<file path="src/hdl/ebtc_pkg.sv">
// Purpose: constants shared by the timer/counter block
// Assumes: 10 MHz instruction clock, classic wishbone slave
// Notes: offsets are byte addresses of aligned 32-bit words
package ebtc_pkg;
  // ----------------------------------------------------------------------
  // register map
  // ----------------------------------------------------------------------
  localparam logic [3:0] COUNT_OFS = 4'h0;
  localparam logic [3:0] CONFIG_OFS = 4'h4;
  localparam logic [3:0] STATUS_OFS = 4'h8;
  // ----------------------------------------------------------------------
  // config field positions
  // ----------------------------------------------------------------------
  localparam int CLK_SRC_BIT = 5;
  localparam int EDGE_SEL_BIT = 4;
  localparam int PRE_ASSIGN_BIT = 3;
  localparam int RATIO_LSB = 0;
  localparam int RATIO_W = 3;
  // ----------------------------------------------------------------------
  // reset values and counts
  // ----------------------------------------------------------------------
  localparam logic [7:0] COUNT_RST = 8'h00;
  localparam logic [7:0] CONFIG_RST = 8'h3F;
  localparam logic [1:0] INHIBIT_CYCLES = 2'h2;
  localparam logic [31:0] UNMAPPED_DATA = 32'h0000_0000;
endpackage

</file>
<file path="src/hdl/ebtc_prescaler.sv">
// Purpose: 8-bit divider stage ahead of the count register
// Assumes: tick is a per-cycle enable, held high every cycle in timer mode
// Notes: internal count is never visible to software
`timescale 1ns/100ps
module ebtc_prescaler #(
  parameter int WIDTH = 8
) (
  // clock and reset
  input wire logic clk,
  input wire logic rst,
  // control
  input wire logic clear,
  input wire logic tick,
  input wire logic [2:0] ratio,
  // result
  output logic out_tick
);
  logic [WIDTH-1:0] cnt_reg;
  logic [WIDTH-1:0] cnt_next;
  logic [WIDTH-1:0] mask;
  logic wrap;

  // ratio n divides by 2^(n+1)
  always_comb begin
    mask = WIDTH'((9'h002 << ratio) - 9'h001);
    wrap = tick && ((cnt_reg & mask) == mask);
    cnt_next = cnt_reg;
    if (clear) begin
      cnt_next = '0;
    end else if (tick) begin
      cnt_next = wrap ? '0 : cnt_reg + WIDTH'(1);
    end
  end

  always_ff @(posedge clk or posedge rst) begin
    if (rst) begin
      cnt_reg <= '0;
    end else begin
      cnt_reg <= cnt_next;
    end
  end

  assign out_tick = wrap && !clear;
endmodule

</file>
<file path="src/hdl/ebtc_sync.sv">
// Purpose: two-flop synchroniser for the external count pin
// Assumes: input asynchronous to the clock
// Notes: first flop is read only by the second
`timescale 1ns/100ps
module ebtc_sync (
  // clock and reset
  input wire logic clk,
  input wire logic rst,
  // data
  input wire logic d,
  output logic q
);
  logic meta_reg;
  logic sync_reg;

  always_ff @(posedge clk or posedge rst) begin
    if (rst) begin
      meta_reg <= 1'b0;
      sync_reg <= 1'b0;
    end else begin
      meta_reg <= d;
      sync_reg <= meta_reg;
    end
  end

  assign q = sync_reg;
endmodule

</file>
<file path="src/hdl/ebtc_top.sv">
// Overview of operation
// - source bit clear selects instruction-cycle timer mode
// - timer mode without prescaler increments every cycle
// - count write inhibits increments for two cycles
// - source bit set selects external pin counting
// - counter mode advances on chosen pin edge
// - edge bit clear rising, set falling
// - prescaler serves counter or watchdog, never both
// - assign bit clear counter, set watchdog
// - prescaler count has no software access
// - prescaler offers 1:2 through 1:256 ratios
// - count register is 8-bit read/write
// - 8-bit divider sits between source and counter
// - count write clears prescaler when assigned
//
// Purpose: 8-bit timer/counter with shared prescaler, wishbone slave
// Assumes: classic wishbone, one-wait-state ack
// Notes: watchdog tick leaves on O_WDOG_TICK when prescaler is given away
//
// Our own choices: register access over Wishbone and the register offsets.
`timescale 1ns/100ps
module ebtc_top (
  // clock and reset
  input wire logic I_MCLK,
  input wire logic I_RST,
  // wishbone slave
  input wire logic I_WB_CYC,
  input wire logic I_WB_STB,
  input wire logic I_WB_WE,
  input wire logic [3:0] I_WB_SEL,
  input wire logic [3:0] I_WB_ADR,
  input wire logic [31:0] I_WB_DAT,
  output logic [31:0] O_WB_DAT,
  output logic O_WB_ACK,
  // pins and watchdog side
  input wire logic I_EXT_COUNT_INPUT,
  input wire logic I_WDOG_TICK,
  output logic O_WDOG_TICK
);
  // ----------------------------------------------------------------------
  // bus decode
  // ----------------------------------------------------------------------
  logic req;
  logic wr_count;
  logic wr_config;
  logic ack_reg;
  logic ack_next;
  logic [31:0] rdat_reg;
  logic [31:0] rdat_next;

  assign req = I_WB_CYC && I_WB_STB && !ack_reg;
  assign wr_count = req && I_WB_WE && I_WB_SEL[0] &&
    (I_WB_ADR == ebtc_pkg::COUNT_OFS);
  assign wr_config = req && I_WB_WE && I_WB_SEL[0] &&
    (I_WB_ADR == ebtc_pkg::CONFIG_OFS);

  // ----------------------------------------------------------------------
  // configuration and count state
  // ----------------------------------------------------------------------
  logic [7:0] count_reg;
  logic [7:0] count_next;
  logic [7:0] config_reg;
  logic [7:0] config_next;
  logic [1:0] inhibit_reg;
  logic [1:0] inhibit_next;
  logic pin_sync;
  logic pin_last_reg;
  logic pin_last_next;
  logic edge_tick;
  logic src_tick;
  logic pre_tick;
  logic pre_out;
  logic pre_clear;
  logic use_pre;
  logic inc;
  logic wdog_reg;
  logic wdog_next;

  assign use_pre = !config_reg[ebtc_pkg::PRE_ASSIGN_BIT];

  ebtc_sync u_sync (
    .clk(I_MCLK),
    .rst(I_RST),
    .d(I_EXT_COUNT_INPUT),
    .q(pin_sync)
  );

  always_comb begin
    pin_last_next = pin_sync;
    // edge bit clear counts rising, set counts falling
    if (config_reg[ebtc_pkg::EDGE_SEL_BIT]) begin
      edge_tick = pin_last_reg && !pin_sync;
    end else begin
      edge_tick = !pin_last_reg && pin_sync;
    end
    if (config_reg[ebtc_pkg::CLK_SRC_BIT]) begin
      src_tick = edge_tick;
    end else begin
      src_tick = 1'b1;
    end
  end

  // one divider; its input comes from counter or watchdog, never both
  assign pre_tick = use_pre ? src_tick : I_WDOG_TICK;
  assign pre_clear = wr_count && use_pre;

  ebtc_prescaler #(.WIDTH(8)) u_pre (
    .clk(I_MCLK),
    .rst(I_RST),
    .clear(pre_clear),
    .tick(pre_tick),
    .ratio(config_reg[ebtc_pkg::RATIO_LSB +: ebtc_pkg::RATIO_W]),
    .out_tick(pre_out)
  );

  always_comb begin
    inc = (use_pre ? pre_out : src_tick) && (inhibit_reg == 2'h0);
    count_next = count_reg;
    config_next = config_reg;
    inhibit_next = (inhibit_reg != 2'h0) ? inhibit_reg - 2'h1 : 2'h0;
    wdog_next = !use_pre ? pre_out : I_WDOG_TICK;
    if (wr_count) begin
      count_next = I_WB_DAT[7:0];
      inhibit_next = ebtc_pkg::INHIBIT_CYCLES;
    end else if (inc) begin
      count_next = count_reg + 8'h01;
    end
    if (wr_config) begin
      config_next = I_WB_DAT[7:0];
    end
  end

  // ----------------------------------------------------------------------
  // read path and ack
  // ----------------------------------------------------------------------
  always_comb begin
    ack_next = req;
    rdat_next = rdat_reg;
    if (req) begin
      case (I_WB_ADR)
        ebtc_pkg::COUNT_OFS: rdat_next = {24'h000000, count_reg};
        ebtc_pkg::CONFIG_OFS: rdat_next = {24'h000000, config_reg};
        ebtc_pkg::STATUS_OFS: rdat_next = {29'h0000000, pin_sync,
          inhibit_reg};
        default: rdat_next = ebtc_pkg::UNMAPPED_DATA;
      endcase
    end
  end

  always_ff @(posedge I_MCLK or posedge I_RST) begin
    if (I_RST) begin
      count_reg <= ebtc_pkg::COUNT_RST;
      config_reg <= ebtc_pkg::CONFIG_RST;
      inhibit_reg <= 2'h0;
      pin_last_reg <= 1'b0;
      ack_reg <= 1'b0;
      rdat_reg <= 32'h0000_0000;
      wdog_reg <= 1'b0;
    end else begin
      count_reg <= count_next;
      config_reg <= config_next;
      inhibit_reg <= inhibit_next;
      pin_last_reg <= pin_last_next;
      ack_reg <= ack_next;
      rdat_reg <= rdat_next;
      wdog_reg <= wdog_next;
    end
  end

  assign O_WB_ACK = ack_reg;
  assign O_WB_DAT = rdat_reg;
  assign O_WDOG_TICK = wdog_reg;
endmodule

</file>
<file path="config.mk">
export PLATFORM = sky130hd
export DESIGN_NAME = ebtc_top
export DESIGN_NICKNAME = d
export VERILOG_FILES = /design/src/hdl/ebtc_pkg.sv /design/src/hdl/ebtc_prescaler.sv /design/src/hdl/ebtc_sync.sv /design/src/hdl/ebtc_top.sv
export SDC_FILE = /design/constraint.sdc
export NUM_CORES = 1
export LEC_CHECK = 0
export BUFFER_PORTS_ARGS = -buffer_cell sky130_fd_sc_hd__buf_2
export CORE_MARGIN = 10
export CORE_UTILIZATION = 39
export CTS_CLUSTER_DIAMETER = 50
export DETAILED_ROUTE_END_ITERATION = 7
export GPL_TIMING_DRIVEN = 0
export PLACE_DENSITY = 0.64
export SKIP_CTS_REPAIR_TIMING = 1
export SLEW_MARGIN = 20
export SYNTH_ARGS = -nofsm -noshare
export SYNTH_HDL_FRONTEND = slang
export SYNTH_SLANG_ARGS = --single-unit
</file>
<file path="constraint.sdc">
create_clock -name I_MCLK -period 6.6 [get_ports I_MCLK]
set_input_delay 0.99 -clock I_MCLK [delete_from_list [all_inputs] [get_ports I_MCLK]]
set_output_delay 0.99 -clock I_MCLK [all_outputs]
set_load 0.01 [all_outputs]
</file>
# Word level (Yosys, flattened, before mapping)
# Index checks and enable logic that the tools add are counted.
# op_classes
eq_ne	3
n_mux	13
addsub	4
n_reduce_logical	22
bitwise	1
shifts	1
# ops
op	count
$mux W8	5
$pmux W8 S3	1
$add A8 B1 Y8 const B	2
$logic_and A1 B1 Y1	12
$and A8 B8 Y8	1
$eq A8 B8 Y1	1
$shl A2 B3 Y8 const A	1
$sub A8 B1 Y8 const B	1
$reduce_bool A2 Y1	3
$logic_not A1 Y1	5
$mux W1	5
$eq A4 B3 Y1 const B	1
$eq A4 B4 Y1 const B	1
$logic_not A4 Y1	1
$mux W2	2
$logic_not A2 Y1	1
$sub A2 B1 Y2 const B	1
# word_totals
elab_cells	54
register_bits	63
output_inout_bits	34

# Logic depth before layout (Yosys ltp)
# logic_depth
ltp_word	12
mapped_depth	10
mapped_depth_nobuf	9

# By module
# A second synthesis with hierarchy kept.
# unflattened
hier_cells	224
area_unflattened_um2	2229.6
# modules_own_cells
mod	cells_per_inst	instances	area_each_um2	seq_area_each_um2
ebtc_top	157	1	1605.3	733.2
ebtc_prescaler	64	1	570.5	200.2
ebtc_sync	3	1	53.8	50.0

# Least setup slack after synthesis
# Ideal clock, no wire load.
# synth_path
path_type	register -> register
from	register config_reg[0]
to	register count_reg[4]
slack_ns	3.547
t_required_ns	6.518
path_stages_with_launch	11
path_buffers	1
arrival_ns	2.971
synth_period_minus_slack_ns	3.053
path_cell_list	dfstp_2 > inv_1 > or3_2 > ha_1 > or3b_2 > a31oi_1 > o41a_1 > or3_1 > buf_6 > or3_1 > a31oi_1
# synth_via
elab_chain_cells	9
# synth_lines
item	line	rtl
start: declaration	ebtc_top.sv:62	logic [7:0] config_reg;
start signal: assignment	ebtc_top.sv:153	config_reg <= ebtc_pkg::CONFIG_RST;
start signal: assignment	ebtc_top.sv:161	config_reg <= config_next;
$shl A2 B3 Y8 (*)	ebtc_prescaler.sv:25	mask = WIDTH'((9'h002 << ratio) - 9'h001);
$sub A8 B1 Y8 (*)	ebtc_prescaler.sv:25	
$and A8 B8 Y8	ebtc_prescaler.sv:26	wrap = tick && ((cnt_reg & mask) == mask);
$eq A8 B8 Y1 (*)	ebtc_prescaler.sv:26	
$logic_and A1 B1 Y1 (*)	ebtc_prescaler.sv:26	
$logic_and A1 B1 Y1 (*)	ebtc_prescaler.sv:43	assign out_tick = wrap && !clear;
$mux W1 (*)	ebtc_top.sv:117	inc = (use_pre ? pre_out : src_tick) && (inhibit_reg == 2'h0);
$logic_and A1 B1 Y1 (*)	ebtc_top.sv:117	
$reduce_bool A2 Y1 (no source line) (*)	-	
end signal: assignment	ebtc_top.sv:152	count_reg <= ebtc_pkg::COUNT_RST;
end signal: assignment	ebtc_top.sv:160	count_reg <= count_next;
end: declaration	ebtc_top.sv:60	logic [7:0] count_reg;
# Mark *: on every way between the ends. The rest lies on a longest branch, timed or not.
# A chain may end at the register's enable or synchronous reset.

# Worst setup path in the final report
# Ends and elaborated chain as after synthesis.

==> metrics.md <==
| Metric | Value |
|---|---|
| Status | `finished, final reports clean` |
| Multi-input logic area | `0.00108 sq mm` |
| Rel. slew slack | `approximately 30%` |
| Final period utilization | `49.5%` |
| Starting DRT DRC Count | `119` |
| Crit end category | `flip-flop` |
| Max incr delay on CP | `about 0.60 ns` |
| Filler cells | `561` |
| Number of CTS-inserted buffers | `5` |
| Routed vias/inst | `4.96` |
| Worst path arrival time | `approximately 3.5 ns` |
| Commonest non-fill, non-tap cell in the layout | `dfrtp_1` |
| Tmin final | `3.27 ns` |
| Sequential cell area fraction in the yosys report | `43.6%` |
| Reg area | `about 980 sq um` |
| Post-synthesis register bit count | `39` |
| Net Sw Frac | `32.0%` |
| Worst setup SP type | `flip-flop` |
| Num ports | `81` |
| # setup viols final | `0` |
| VDD IR max | `126 uV` |
| Reg power frac | `44.4%` |
| Combinational share of power | `26.4%` |
| CTS Sinks | `39` |
| TritonCTS clock tree | `yes` |
| Max_cap viols | `0` |
| Post-Syn Area | `approximately 0.0023 sq mm` |
| WL per Instance | `14.1 um` |
| Root Driver | `clkbuf_8` |
| Initial Util | `about 41%` |
| Crit. path cell count | `10` |
| Reg clk slew, reported paths | `0.08 ns` |
| WP buf/inv | `2` |
| Hold Crit Class | `flip-flop to flip-flop` |
| Max Fclk | `306 MHz` |
| Syn Area/Cell | `~9.5 sq um` |
| Initial antenna violation count | `0` |
| GRT Total Usage | `11.6%` |
| Post-synth EDFFs | `0` |
| Hold path depth | `0` |
| Final nets | `345` |
| Cells after Synth | `236` |
| CORE AREA | `0.00554 sq mm` |
| Area growth syn-to-layout | `21.2%` |
| Power Total | `0.804 mW` |
| Psw | `0.257 mW` |
| Crit Path Class | `flip-flop to flip-flop` |
| Die width | `96.0 um` |
| Total number of vias | `1827` |
| Largest net degree at the start of global routing | `23` |
| Vias in the first global route | `1760` |
| R2R cell count | `10` |
| CP max stage cell | `dfstp_2` |
| Worst-margin pin slew | `1.04 ns` |
| DRT Pass-1 Iters | `4` |
| CP top delay family | `simple AND/OR/NAND/NOR gates` |
| PortBufs | `28` |
| Die height | `96.0 um` |
| HPWL after DPL | `4130 um` |
| DRT Wirelength | `5200 um` |
| Internal | `0.547 mW` |
| Pwr dens | `294 mW/mm^2` |
| Library cells used by synthesis | `between 50 and 60` |
| Std-Cell Rows | `27` |
| First-pass GRT wire length | `around 8500 um` |
| Clock network power share | `between 20% and 30%` |
| Clock buffer depth | `2` |
| Final Max Slew Viols | `0` |
| DRC violations left | `0` |
| CP Cell Sequence | `inv_1 -> or3_2 -> ha_1 -> or3b_2 -> a31oi_1 -> o41a_1 -> or3_1 -> buf_6 -> or3_1 -> a31oi_1` |
| Fin Setup TNS | `0 ns` |
| CP max FO | `9` |
| Leak pwr | `1.31 nW` |
| Prevailing post-synth register cell | `dfrtp_1` |
| H-tree levels | `2` |
| RD Place Congestion | `0.907` |
| Layout cells sized above 1 | `28.4%` |
| Antenna cells | `0` |
| Synth warn | `0` |
| Ys async rst share | `100%` |
| Die area | `0.00922 sq mm` |
| Skew-Pair Late Insertion Delay | `0.29 ns` |
| Worst Path Required | `6.81 ns` |
| Commonest non-fill, non-tap cells in the layout | `33 x dfrtp_1, 28 x buf_2, 26 x buf_4, 24 x conb_1, 20 x nand2_1` |
| ANT nets after route | `0` |
| Clock Skew | `0.00579 ns` |
| RSZ-0062 raised after global routing | `false` |
| GRT overflow | `0` |
| Final hold violation count | `0` |
## logic make-up (layout without fill, tap and decap cells)
family	count (synthesis)	count (layout)	synth area share [%]
DFF	39	39	43.6
AOI/OAI and AO/OA	54	54	15.2
other	1	24	0.166
and+or+nand+nor	82	82	20.5
xor gates and xnor gates	7	7	2.72
muxes	8	8	3.78
buffers and inverters	42	79	12.4
adders and majority gates	3	3	1.67
## final cells by class
class | instances | area share (%)
Multi-Input combinational cell | 178 | 39.5
Sequential cell | 39 | 36.0
Buffer | 30 | 8.57
Timing Repair Buffer | 29 | 6.14
Tap cell | 72 | 3.30
Clock buffer | 6 | 2.66
Clock inverter | 2 | 2.20
Inverter | 12 | 1.65
## metal layers
| layer | vias up | global-route usage (%) | wire [um] |
|---|---|---|---|
| li1 | 918 | - | - |
| met1 | 855 | 15.2 | 2310 |
| met2 | 48 | 17.1 | 2420 |
| met3 | 6 | 3.81 | 406 |
| met4 | 0 | 4.55 | 68 |
| met5 | - | 0 | 0 |
## through the flow
step / worst slack [ns] / std cells / hold slack [ns] / cell area [sq um] / util (%)
2_1_floorplan: 3.55 / 259 / 0.331 / 2340 / -
5_1_grt: 3.10 / 368 / 0.365 / 2730 / 49.3
3_5_place_dp: 3.15 / 360 / 0.337 / 2600 / 46.9
6_report: 3.33 / 368 / 0.353 / 2730 / 49.3
4_1_cts: 3.33 / 368 / 0.355 / 2730 / 49.3
3_3_place_gp: 3.25 / 359 / 0.334 / 2570 / 46.4
## path summary, 6_finish.rpt
check	start	end	slack, ns
worst max register to register	config_reg[0]	count_reg[4]	3.33
worst min-delay path	u_sync.meta_reg	u_sync.q	0.35
worst min register to register	u_sync.meta_reg	u_sync.q	0.35
worst max-delay path	config_reg[0]	count_reg[4]	3.33
max in group asynchronous	I_RST	config_reg[1]	5.38
min in group asynchronous	I_RST	count_reg[3]	0.69
## Yosys cell counts (2+ instances only)
library cell,count,share of area [%]
dfstp_2,6,7.0
a31oi_1,7,1.9
nand3_1,7,1.6
buf_4,26,8.7
a21oi_1,9,2.0
a22oi_1,5,1.7
nand2_1,20,3.3
clkbuf_1,2,0.33
nor4b_1,2,0.78
o21ai_0,18,4.0
a211oi_1,3,1.0
or3_1,3,0.83
nor4_1,3,0.83
dfrtp_1,33,37
nand4_1,3,0.83
mux2i_1,4,1.8
or4b_1,2,0.89
nand3b_1,2,0.67
nor2_1,19,3.2
and3_1,3,0.83
mux2_2,4,2.0
xnor2_1,4,1.6
nor3b_1,2,0.67
o41ai_1,4,1.6
ha_1,3,1.7
nand2b_1,2,0.56
xor2_1,3,1.2
inv_1,12,2.0
## power by group through the flow
stage / clock network, mW / logic [mW] / registers, mW
2_1_floorplan: 0 / 0.167 / 0.343
3_3_place_gp: 0 / 0.203 / 0.360
3_5_place_dp: 0 / 0.210 / 0.361
4_1_cts: 0.240 / 0.212 / 0.357
5_1_grt: 0.249 / 0.241 / 0.367
6_report: 0.235 / 0.212 / 0.357
## worst register-to-register path, delay by kind of cell, from the launching register on
family | cells | cell delay [ns]
compound gates | 3 | 0.75
simple gates | 4 | 1.34
buf+inv | 2 | 0.24
flops | 1 | 0.60
fa+ha+maj | 1 | 0.27
No activity file was read; power rests on OpenSTA's default activity.
